**config.mk**
```make
export PLATFORM = sky130hd
export DESIGN_NAME = watchdog_interval_timer
export DESIGN_NICKNAME = d
export VERILOG_FILES = /design/src/design/wdt_pkg.sv /design/src/design/clock_source_sync.sv /design/src/design/expiry_counter.sv /design/src/design/watchdog_interval_timer.sv
export VERILOG_INCLUDE_DIRS = /design/src /design/src/design
export SDC_FILE = /design/constraint.sdc
export NUM_CORES = 1
export LEC_CHECK = 0
export ABC_AREA = 1
export BUFFER_PORTS_ARGS = -buffer_cell sky130_fd_sc_hd__clkbuf_2
export CORE_UTILIZATION = 55
export DETAILED_ROUTE_END_ITERATION = 8
export GPL_TIMING_DRIVEN = 0
export MAX_ROUTING_LAYER = met4
export PLACE_DENSITY_LB_ADDON = 0.2
export SLEW_MARGIN = 20
export SYNTH_ARGS = -nofsm -noshare
export SYNTH_HDL_FRONTEND = slang
export SYNTH_HIERARCHICAL = 1
export SYNTH_SLANG_ARGS = --single-unit
```
**constraint.sdc**
```tcl
create_clock -name clk_sys -period 3 [get_ports clk_sys]
set_clock_uncertainty 0.1 [all_clocks]
set_input_delay 0 -clock clk_sys [delete_from_list [all_inputs] [get_ports clk_sys]]
set_output_delay 0 -clock clk_sys [all_outputs]
set_load 0.02 [all_outputs]
```
**src/design/wdt_defines.svh**
```systemverilog
// Offsets, field positions, reset values and keys of the watchdog timer.
// Assumes it is included by bare name from design files only.
//
// Contract
// - Bad write key forces power-up clear
// - Control reads return read key upper byte
// - Control resets to 6900h on power-up clear
// - Timer flag cleared by power-on reset, not power-up clear
// - Hold bit stops counter; clear runs it
// - Edge select: 0 rising, 1 falling NMI
// - Changing edge select may raise NMI
// - Pin function: 0 reset, 1 NMI
// - Mode bit: 0 watchdog, 1 interval timer
// - Counter clear zeroes counter, reads zero
// - Source select: 0 SMCLK, 1 ACLK
// - Interval codes divide 32768, 8192, 512, 64
// - Enable gates interval irq, not watchdog reset
// - NMI enable bit gates NMI interrupt
// - Enhanced variant keeps SMCLK on in watchdog mode with SMCLK source
// - Starts watchdog mode, longest interval, after clear
// - Watchdog expiry triggers power-up clear
// - Interval expiry sets flag, irq when enabled
// - Interval flag clears on service or software
`ifndef WDT_DEFINES_SVH
`define WDT_DEFINES_SVH

// ==========================================================
// Register indices (byte address is four times the index)
`define IDX_IRQ_ENABLE 12'h000
`define IDX_IRQ_FLAG   12'h002
`define IDX_WDOG_CTRL  12'h120

// ==========================================================
// Keys and reset value of the control register
`define KEY_WRITE      8'h5a
`define KEY_READ       8'h69
`define CTRL_RESET     16'h6900

// ==========================================================
// Control field positions
`define CTL_HOLD       7
`define CTL_EDGE       6
`define CTL_PINFN      5
`define CTL_MODE       4
`define CTL_CLEAR      3
`define CTL_SRC        2

// ==========================================================
// Enable and flag bit positions
`define SFR_TIMER_BIT  0
`define SFR_NMI_BIT    4

// ==========================================================
// Counter bits below each divider (32768, 8192, 512, 64)
`define DIV_BITS_0     15
`define DIV_BITS_1     13
`define DIV_BITS_2     9
`define DIV_BITS_3     6

`endif

```
**src/design/wdt_pkg.sv**
```systemverilog
// Types shared by the watchdog timer files.
// Assumes nothing beyond a SystemVerilog compiler.
package wdt_pkg;

  // Bus slave state, one-hot
  typedef enum logic [1:0] {
    BUS_IDLE = 2'b01,
    BUS_RESP = 2'b10
  } bus_state_t;

  // Interval select code
  typedef logic [1:0] interval_code_t;

endpackage
```
**src/design/clock_source_sync.sv**
```systemverilog
// Synchronises the two timer source clocks and makes a tick per rising edge of the selected one.
// Assumes both sources run well below half of clk_sys.
`timescale 1ns/10ps
`default_nettype none

module clock_source_sync (
  // System
  input  wire logic clk_sys,
  input  wire logic sys_rst,
  input  wire logic ce,
  // Sources
  input  wire logic smclk,
  input  wire logic aclk,
  input  wire logic src_sel,
  // Result
  output logic      tick
);

  logic [1:0] raw;
  logic [1:0] sync_a;
  logic [1:0] sync_b;
  logic [1:0] sync_c;

  assign raw = {aclk, smclk};

  // ==========================================================
  // Two-flop synchroniser plus edge flop per source
  genvar i;
  generate
    for (i = 0; i < 2; i = i + 1) begin : g_src
      always_ff @(posedge clk_sys or posedge sys_rst) begin
        if (sys_rst) begin
          sync_a[i] <= 1'b0;
          sync_b[i] <= 1'b0;
          sync_c[i] <= 1'b0;
        end else if (ce) begin
          sync_a[i] <= raw[i];
          sync_b[i] <= sync_a[i];
          sync_c[i] <= sync_b[i];
        end
      end
    end
  endgenerate

  // Stopped source gives no ticks, so the counter just waits
  assign tick = sync_b[src_sel] & ~sync_c[src_sel];

endmodule
`default_nettype wire

```
**src/design/expiry_counter.sv**
```systemverilog
// Sixteen-bit up-counter with hold, clear and interval expiry pulse.
// Assumes tick is a one-cycle pulse on clk_sys.
`timescale 1ns/10ps
`default_nettype none
`include "wdt_defines.svh"

module expiry_counter (
  // System
  input  wire logic                    clk_sys,
  input  wire logic                    sys_rst,
  input  wire logic                    ce,
  // Control
  input  wire logic                    clear,
  input  wire logic                    hold,
  input  wire logic                    tick,
  input  wire wdt_pkg::interval_code_t interval_select,
  // Result
  output logic [15:0]                  count,
  output logic                         expiry
);

  logic [15:0] mask;

  // Low-bit mask of the selected divider
  always_comb begin
    case (interval_select)
      2'h0:    mask = 16'hffff >> (16 - `DIV_BITS_0);
      2'h1:    mask = 16'hffff >> (16 - `DIV_BITS_1);
      2'h2:    mask = 16'hffff >> (16 - `DIV_BITS_2);
      default: mask = 16'hffff >> (16 - `DIV_BITS_3);
    endcase
  end

  // Carry into the divider bit marks expiry
  assign expiry = tick & ~hold & ~clear & ((count & mask) == mask);

  // ==========================================================
  // Count; clear beats hold so a held timer can still be reset
  always_ff @(posedge clk_sys or posedge sys_rst) begin
    if (sys_rst) begin
      count <= 16'h0000;
    end else if (ce) begin
      if (clear) begin
        count <= 16'h0000;
      end else if (tick && !hold) begin
        count <= count + 16'h0001;
      end
    end
  end

endmodule
`default_nettype wire

```
**src/design/watchdog_interval_timer.sv**
```systemverilog
// Watchdog / interval timer with key-protected control and shared SFR bits.
// Assumes an APB master on clk_sys and sys_rst as the power-on reset.
//
// Added by the designer: the APB interface to the registers.
`timescale 1ns/10ps
`default_nettype none
`include "wdt_defines.svh"

module watchdog_interval_timer #(
  parameter bit ENHANCED_VARIANT = 1'b0
) (
  // Clock, reset, enable
  input  wire logic        clk_sys,
  input  wire logic        sys_rst,
  input  wire logic        ce,
  // APB slave
  input  wire logic        psel,
  input  wire logic        penable,
  input  wire logic        pwrite,
  input  wire logic [11:0] paddr,
  input  wire logic [31:0] pwdata,
  output logic      [31:0] prdata,
  output logic             pready,
  output logic             pslverr,
  // Timer source clocks (pins)
  input  wire logic        smclk,
  input  wire logic        aclk,
  // Reset/NMI pin, active low for reset
  input  wire logic        rst_nmi_pin_n,
  // CPU side
  input  wire logic        global_irq_enable,
  input  wire logic        timer_irq_ack,
  // Results
  output logic             power_up_clear_reset,
  output logic             pin_reset_request,
  output logic             timer_irq,
  output logic             nmi_irq,
  output logic             smclk_keep_on
);

  // ==========================================================
  // Declarations
  wdt_pkg::bus_state_t     state;
  wdt_pkg::interval_code_t interval_select;
  logic        counter_hold;
  logic        pin_edge_select;
  logic        pin_function_select;
  logic        interval_mode_select;
  logic        source_clock_select;
  logic        timer_irq_enable;
  logic        nonmaskable_irq_enable;
  logic        timer_expiry_flag;
  logic        nmi_flag;
  logic        pin_s1;
  logic        pin_s2;
  logic        nmi_prev;
  logic        nmi_level;
  logic        nmi_edge;
  logic        tick;
  logic        expiry;
  logic [15:0] internal_counter;
  logic        hit_ctl;
  logic        hit_ie;
  logic        hit_ifg;
  logic        wr_commit;
  logic        key_bad;
  logic        ctl_ok;
  logic        counter_clear;
  logic        sw_flag_wr;
  logic        watchdog_trip;
  logic [15:0] ctl_read;
  logic [7:0]  ie_read;
  logic [7:0]  ifg_read;
  logic [31:0] next_prdata;

  // ==========================================================
  // Address decode
  assign hit_ctl = (paddr[11:2] == 10'(`IDX_WDOG_CTRL)) && (paddr[1:0] == 2'b00);
  assign hit_ie  = (paddr[11:2] == 10'(`IDX_IRQ_ENABLE)) && (paddr[1:0] == 2'b00);
  assign hit_ifg = (paddr[11:2] == 10'(`IDX_IRQ_FLAG)) && (paddr[1:0] == 2'b00);

  // Writes take effect only at the completing edge
  assign wr_commit  = psel & penable & pready & pwrite;
  assign key_bad    = wr_commit & hit_ctl & (pwdata[15:8] != `KEY_WRITE);
  assign ctl_ok     = wr_commit & hit_ctl & ~key_bad;
  assign sw_flag_wr = wr_commit & hit_ifg;

  // Clear bit is a pulse, never stored; reset also restarts count
  assign counter_clear = (ctl_ok & pwdata[`CTL_CLEAR]) | power_up_clear_reset;

  // Expiry resets only in watchdog mode, enable bit not consulted
  assign watchdog_trip = expiry & ~interval_mode_select;

  // ==========================================================
  // Read values; unused shared bits read zero
  assign ctl_read = {`KEY_READ, counter_hold, pin_edge_select,
                     pin_function_select, interval_mode_select,
                     1'b0, source_clock_select, interval_select};
  assign ie_read  = {3'h0, nonmaskable_irq_enable, 3'h0, timer_irq_enable};
  assign ifg_read = {3'h0, nmi_flag, 3'h0, timer_expiry_flag};

  always_comb begin
    next_prdata = 32'h0000_0000;
    if (hit_ctl) begin
      next_prdata = {16'h0000, ctl_read};
    end else if (hit_ie) begin
      next_prdata = {24'h00_0000, ie_read};
    end else if (hit_ifg) begin
      next_prdata = {24'h00_0000, ifg_read};
    end
  end

  // ==========================================================
  // APB slave: one wait state, answer from flops
  always_ff @(posedge clk_sys or posedge sys_rst) begin
    if (sys_rst) begin
      state   <= wdt_pkg::BUS_IDLE;
      pready  <= 1'b0;
      pslverr <= 1'b0;
      prdata  <= 32'h0000_0000;
    end else if (ce) begin
      case (state)
        wdt_pkg::BUS_IDLE: begin
          if (psel && penable) begin
            state   <= wdt_pkg::BUS_RESP;
            pready  <= 1'b1;
            pslverr <= ~(hit_ctl | hit_ie | hit_ifg);
            prdata  <= pwrite ? 32'h0000_0000 : next_prdata;
          end
        end
        wdt_pkg::BUS_RESP: begin
          state   <= wdt_pkg::BUS_IDLE;
          pready  <= 1'b0;
          pslverr <= 1'b0;
        end
        default: begin
          state  <= wdt_pkg::BUS_IDLE;
          pready <= 1'b0;
        end
      endcase
    end
  end

  // ==========================================================
  // Power-up clear pulse; violation or watchdog expiry
  always_ff @(posedge clk_sys or posedge sys_rst) begin
    if (sys_rst) begin
      power_up_clear_reset <= 1'b0;
    end else if (ce) begin
      power_up_clear_reset <= key_bad | watchdog_trip;
    end
  end

  // ==========================================================
  // Control fields; reset gives watchdog, SMCLK, /32768, running
  always_ff @(posedge clk_sys or posedge sys_rst) begin
    if (sys_rst) begin
      counter_hold         <= 1'b0;
      pin_edge_select      <= 1'b0;
      pin_function_select  <= 1'b0;
      interval_mode_select <= 1'b0;
      source_clock_select  <= 1'b0;
      interval_select      <= 2'h0;
    end else if (ce) begin
      if (power_up_clear_reset) begin
        counter_hold         <= 1'b0;
        pin_edge_select      <= 1'b0;
        pin_function_select  <= 1'b0;
        interval_mode_select <= 1'b0;
        source_clock_select  <= 1'b0;
        interval_select      <= 2'h0;
      end else if (ctl_ok) begin
        counter_hold         <= pwdata[`CTL_HOLD];
        pin_edge_select      <= pwdata[`CTL_EDGE];
        pin_function_select  <= pwdata[`CTL_PINFN];
        interval_mode_select <= pwdata[`CTL_MODE];
        source_clock_select  <= pwdata[`CTL_SRC];
        interval_select      <= pwdata[1:0];
      end
    end
  end

  // ==========================================================
  // Shared enable bits; one write updates both bits
  always_ff @(posedge clk_sys or posedge sys_rst) begin
    if (sys_rst) begin
      timer_irq_enable       <= 1'b0;
      nonmaskable_irq_enable <= 1'b0;
    end else if (ce) begin
      if (power_up_clear_reset) begin
        timer_irq_enable       <= 1'b0;
        nonmaskable_irq_enable <= 1'b0;
      end else if (wr_commit && hit_ie) begin
        timer_irq_enable       <= pwdata[`SFR_TIMER_BIT];
        nonmaskable_irq_enable <= pwdata[`SFR_NMI_BIT];
      end
    end
  end

  // ==========================================================
  // Timer flag: power-on reset only, so it marks watchdog resets
  always_ff @(posedge clk_sys or posedge sys_rst) begin
    if (sys_rst) begin
      timer_expiry_flag <= 1'b0;
    end else if (ce) begin
      if (key_bad || expiry) begin
        timer_expiry_flag <= 1'b1;
      end else if (timer_irq_ack && interval_mode_select) begin
        timer_expiry_flag <= 1'b0;
      end else if (sw_flag_wr) begin
        timer_expiry_flag <= pwdata[`SFR_TIMER_BIT];
      end
    end
  end

  // ==========================================================
  // Pin synchroniser; only the second flop is read
  always_ff @(posedge clk_sys or posedge sys_rst) begin
    if (sys_rst) begin
      pin_s1 <= 1'b1;
      pin_s2 <= 1'b1;
    end else if (ce) begin
      pin_s1 <= rst_nmi_pin_n;
      pin_s2 <= pin_s1;
    end
  end

  // Edge select inverts the level, so toggling it can fire too
  assign nmi_level = pin_s2 ^ pin_edge_select;
  assign nmi_edge  = pin_function_select & nmi_level & ~nmi_prev;

  // NMI detector and flag; set wins over software clear
  always_ff @(posedge clk_sys or posedge sys_rst) begin
    if (sys_rst) begin
      nmi_prev <= 1'b1; // Idle pin, rising select
      nmi_flag <= 1'b0;
    end else if (ce) begin
      nmi_prev <= nmi_level;
      if (nmi_edge) begin
        nmi_flag <= 1'b1;
      end else if (power_up_clear_reset) begin
        nmi_flag <= 1'b0;
      end else if (sw_flag_wr) begin
        nmi_flag <= pwdata[`SFR_NMI_BIT];
      end
    end
  end

  // ==========================================================
  // Registered requests to the rest of the chip
  always_ff @(posedge clk_sys or posedge sys_rst) begin
    if (sys_rst) begin
      timer_irq         <= 1'b0;
      nmi_irq           <= 1'b0;
      pin_reset_request <= 1'b0;
      smclk_keep_on     <= 1'b0;
    end else if (ce) begin
      timer_irq         <= timer_expiry_flag & timer_irq_enable &
                           global_irq_enable & interval_mode_select;
      nmi_irq           <= nmi_flag & nonmaskable_irq_enable;
      pin_reset_request <= ~pin_function_select & ~pin_s2;
      smclk_keep_on     <= ENHANCED_VARIANT & ~interval_mode_select &
                           ~source_clock_select;
    end
  end

  // ==========================================================
  // Source clock selection and counter
  clock_source_sync u_sync (
    .clk_sys (clk_sys),
    .sys_rst (sys_rst),
    .ce      (ce),
    .smclk   (smclk),
    .aclk    (aclk),
    .src_sel (source_clock_select),
    .tick    (tick)
  );

  expiry_counter u_count (
    .clk_sys         (clk_sys),
    .sys_rst         (sys_rst),
    .ce              (ce),
    .clear           (counter_clear),
    .hold            (counter_hold),
    .tick            (tick),
    .interval_select (interval_select),
    .count           (internal_counter),
    .expiry          (expiry)
  );
endmodule
`default_nettype wire

```
==> flow_summary.json <==
{
  "ant_nets": 0,
  "die-area_um2": 5650,
  "dpl-instance-area_um2": 3390,
  "path_class": "flip-flop to flip-flop",
  "setup.worst_path.start_class": "flip-flop",
  "synth_area_um2": 2940,
  "ios": 94,
  "max_slew_margin_pct": 59.0,
  "grt.met2_usage_pct": 43.4,
  "syn_inst": 381,
  "fin_nets": 535,
  "core_um2": 5140,
  "critical_path.endpoint_type": "flip-flop",
  "pre_cts_ws_ns": 0.838,
  "first_global_vias": 2477,
  "ctsResizeCount": 0,
  "cap_violations": 0,
  "fillers": 415,
  "period_minus_slack_ns": 2.21,
  "final_area_um2": 3680,
  "yosysWarningCount": 6,
  "via_per_inst": 4.85,
  "drt_iter0_markers": 148,
  "clock_sinks": 50,
  "h-tree-depth": 2,
  "drv_slew": 0,
  "cts_buffers": 5,
  "diodes": 0,
  "required_ns": 3.10,
  "powerDensity_nw_per_um2": 460,
  "cts_root_buf": "clkbuf_8",
  "grt_pass1_wl_um": 10500,
  "synth_area_per_cell_um2": 7.73,
  "wire_per_inst_um": 11.9,
  "peakVddDrop_v": 0.000244,
  "drc": 0,
  "wl_um": 6530,
  "initial_core_util_pct": 57.3,
  "cp_max_fo": 9,
  "antenna_found_initial": 0,
  "drt-pass1-iter-count": 4,
  "grt_max_degree": 30,
  "tns_ns": 0,
  "globalplace.congestion": 0.847,
  "fp.dieW_um": 75.2,
  "vias": 2669,
  "cts_max_path_buffers": 2,
  "area_delta_synth_final_pct": 24.9,
  "grtUsageMet1_pct": 31.8,
  "hold_viol": 0,
  "clkTransAtPathRegs_ns": 0.09,
  "die_y_um": 75.2,
  "period_share_pct": 73.5,
  "port_buffers": 55,
  "cts_setup_buffers": 0,
  "worstMarginPinSlew_ns": 0.615,
  "clk_latency_ns": 0.30,
  "hpwlAfterDp_um": 4830,
  "layout-drive-gt1-share_pct": 26.5,
  "rows": 26,
  "dp.cells": 527,
  "rsz0062_at_grt": "false",
  "min_path_type": "input pin to flip-flop",
  "track_usage_pct": 25.5,
  "arrival_ns": 2.31,
  "max_freq_mhz": 453,
  "power.static_leakage_nw": 2.00,
  "grtUsageMet3_pct": 4.02,
  "grt-busiest-layer": "met2",
  "finalSetupViolCount": 0,
  "final_cells": 550,
  "overflow": 0,
  "setup_ws_ns": 0.794,
  "status": "finished, final reports clean",
  "totalPowerFinal_mw": 1.69,
  "cts_tree": "yes"
}
## worst max-delay path: stages (launching register included)
cell and delay (ns):
dfrtp_1 0.40, nand2_1 0.10, nor2_4 0.17, nand3_4 0.13
o21ai_4 0.19, o21a_1 0.23, inv_2 0.10, nand2_4 0.08
nand2_4 0.06, inv_1 0.14, nand2_1 0.10, buf_4 0.18
nand2_1 0.07, nor2_1 0.04
## flip-flops by register name (all words and copies together), names as in the netlist, 2 cells and up
register         cells
interval_select      2
u_sync/sync_b        2
u_sync/sync_a        2
u_sync/sync_c        2
prdata               8
u_count/count       15
## report_power, final
group | internal, mW | total, mW | leakage [nW] | switching, mW
sequential | 0.744 | 0.799 | 0.656 | 0.0552
clock | 0.356 | 0.580 | 0.0714 | 0.224
combinational | 0.125 | 0.313 | 1.27 | 0.188
## area by class of cell
cell class                      instances  area, um2  share of cell area (%)
Multi-Input combinational cell        275       1360                    37.0
Buffer                                 31        233                    6.33
Inverter                               46        173                    4.69
Timing Repair Buffer                   70        425                    11.6
Clock inverter                          2       60.1                    1.63
Sequential cell                        50       1260                    34.1
Clock buffer                            6       82.6                    2.24
Tap cell                               70       87.6                    2.38
## final timing paths
path / from / end / slack [ns] / cells after the start
min: paddr[3] / prdata[4]$_DFFE_PP0P_ / 0.03 / 5
min in group asynchronous: sys_rst / u_sync/sync_c[1]$_DFFE_PP0P_ / 0.08 / 3
max in group asynchronous: sys_rst / u_count/count[10]$_DFFE_PP0P_ / 2.16 / 3
min reg2reg: prdata[4]$_DFFE_PP0P_ / prdata[4]$_DFFE_PP0P_ / 0.39 / 2
max reg2reg: pready$_DFFE_PP0P_ / u_count/count[13]$_DFFE_PP0P_ / 0.79 / 13
max: pready$_DFFE_PP0P_ / u_count/count[13]$_DFFE_PP0P_ / 0.79 / 13
## layout by cell type, fill, tap and decap left out, types with 3 or more instances in the layout
master / n
o21ai_0: 13
nand4_1: 10
conb_1: 22
inv_1: 39
nor2_4: 7
nor3_1: 3
inv_2: 5
nand2_1: 108
nor2_2: 5
nand2_2: 4
nand2_4: 3
o21a_1: 3
dlygate4sd3_1: 15
nand3_1: 28
dfstp_2: 4
a22o_1: 5
o21ai_1: 3
clkbuf_8: 6
a21oi_1: 10
clkbuf_2: 55
buf_4: 27
dfrtp_1: 46
nor2_1: 36
## what timing repair did
action                                  in CTS  in global routing
endpoints found under the setup margin       0                  0
hold buffers                                15                  0
endpoints found under the hold margin       64                  0
## per-stage QoR
stage / util, % / hold slack, ns
after floorplan: - / -0.309
after global placement: 65.9 / -0.170
after detailed placement: 65.9 / -0.168
after CTS: 71.6 / 0.0258
after global routing: 71.6 / 0.0470
final: 71.6 / 0.0329
## routing by layer
layer / vias to the layer above / wire length, um
met3: 4 / 308
met1: 1231 / 2850
met4: 0 / 37
met5: - / 0
li1: 1356 / -
met2: 78 / 3330
(Power assumes the default switching activity.)
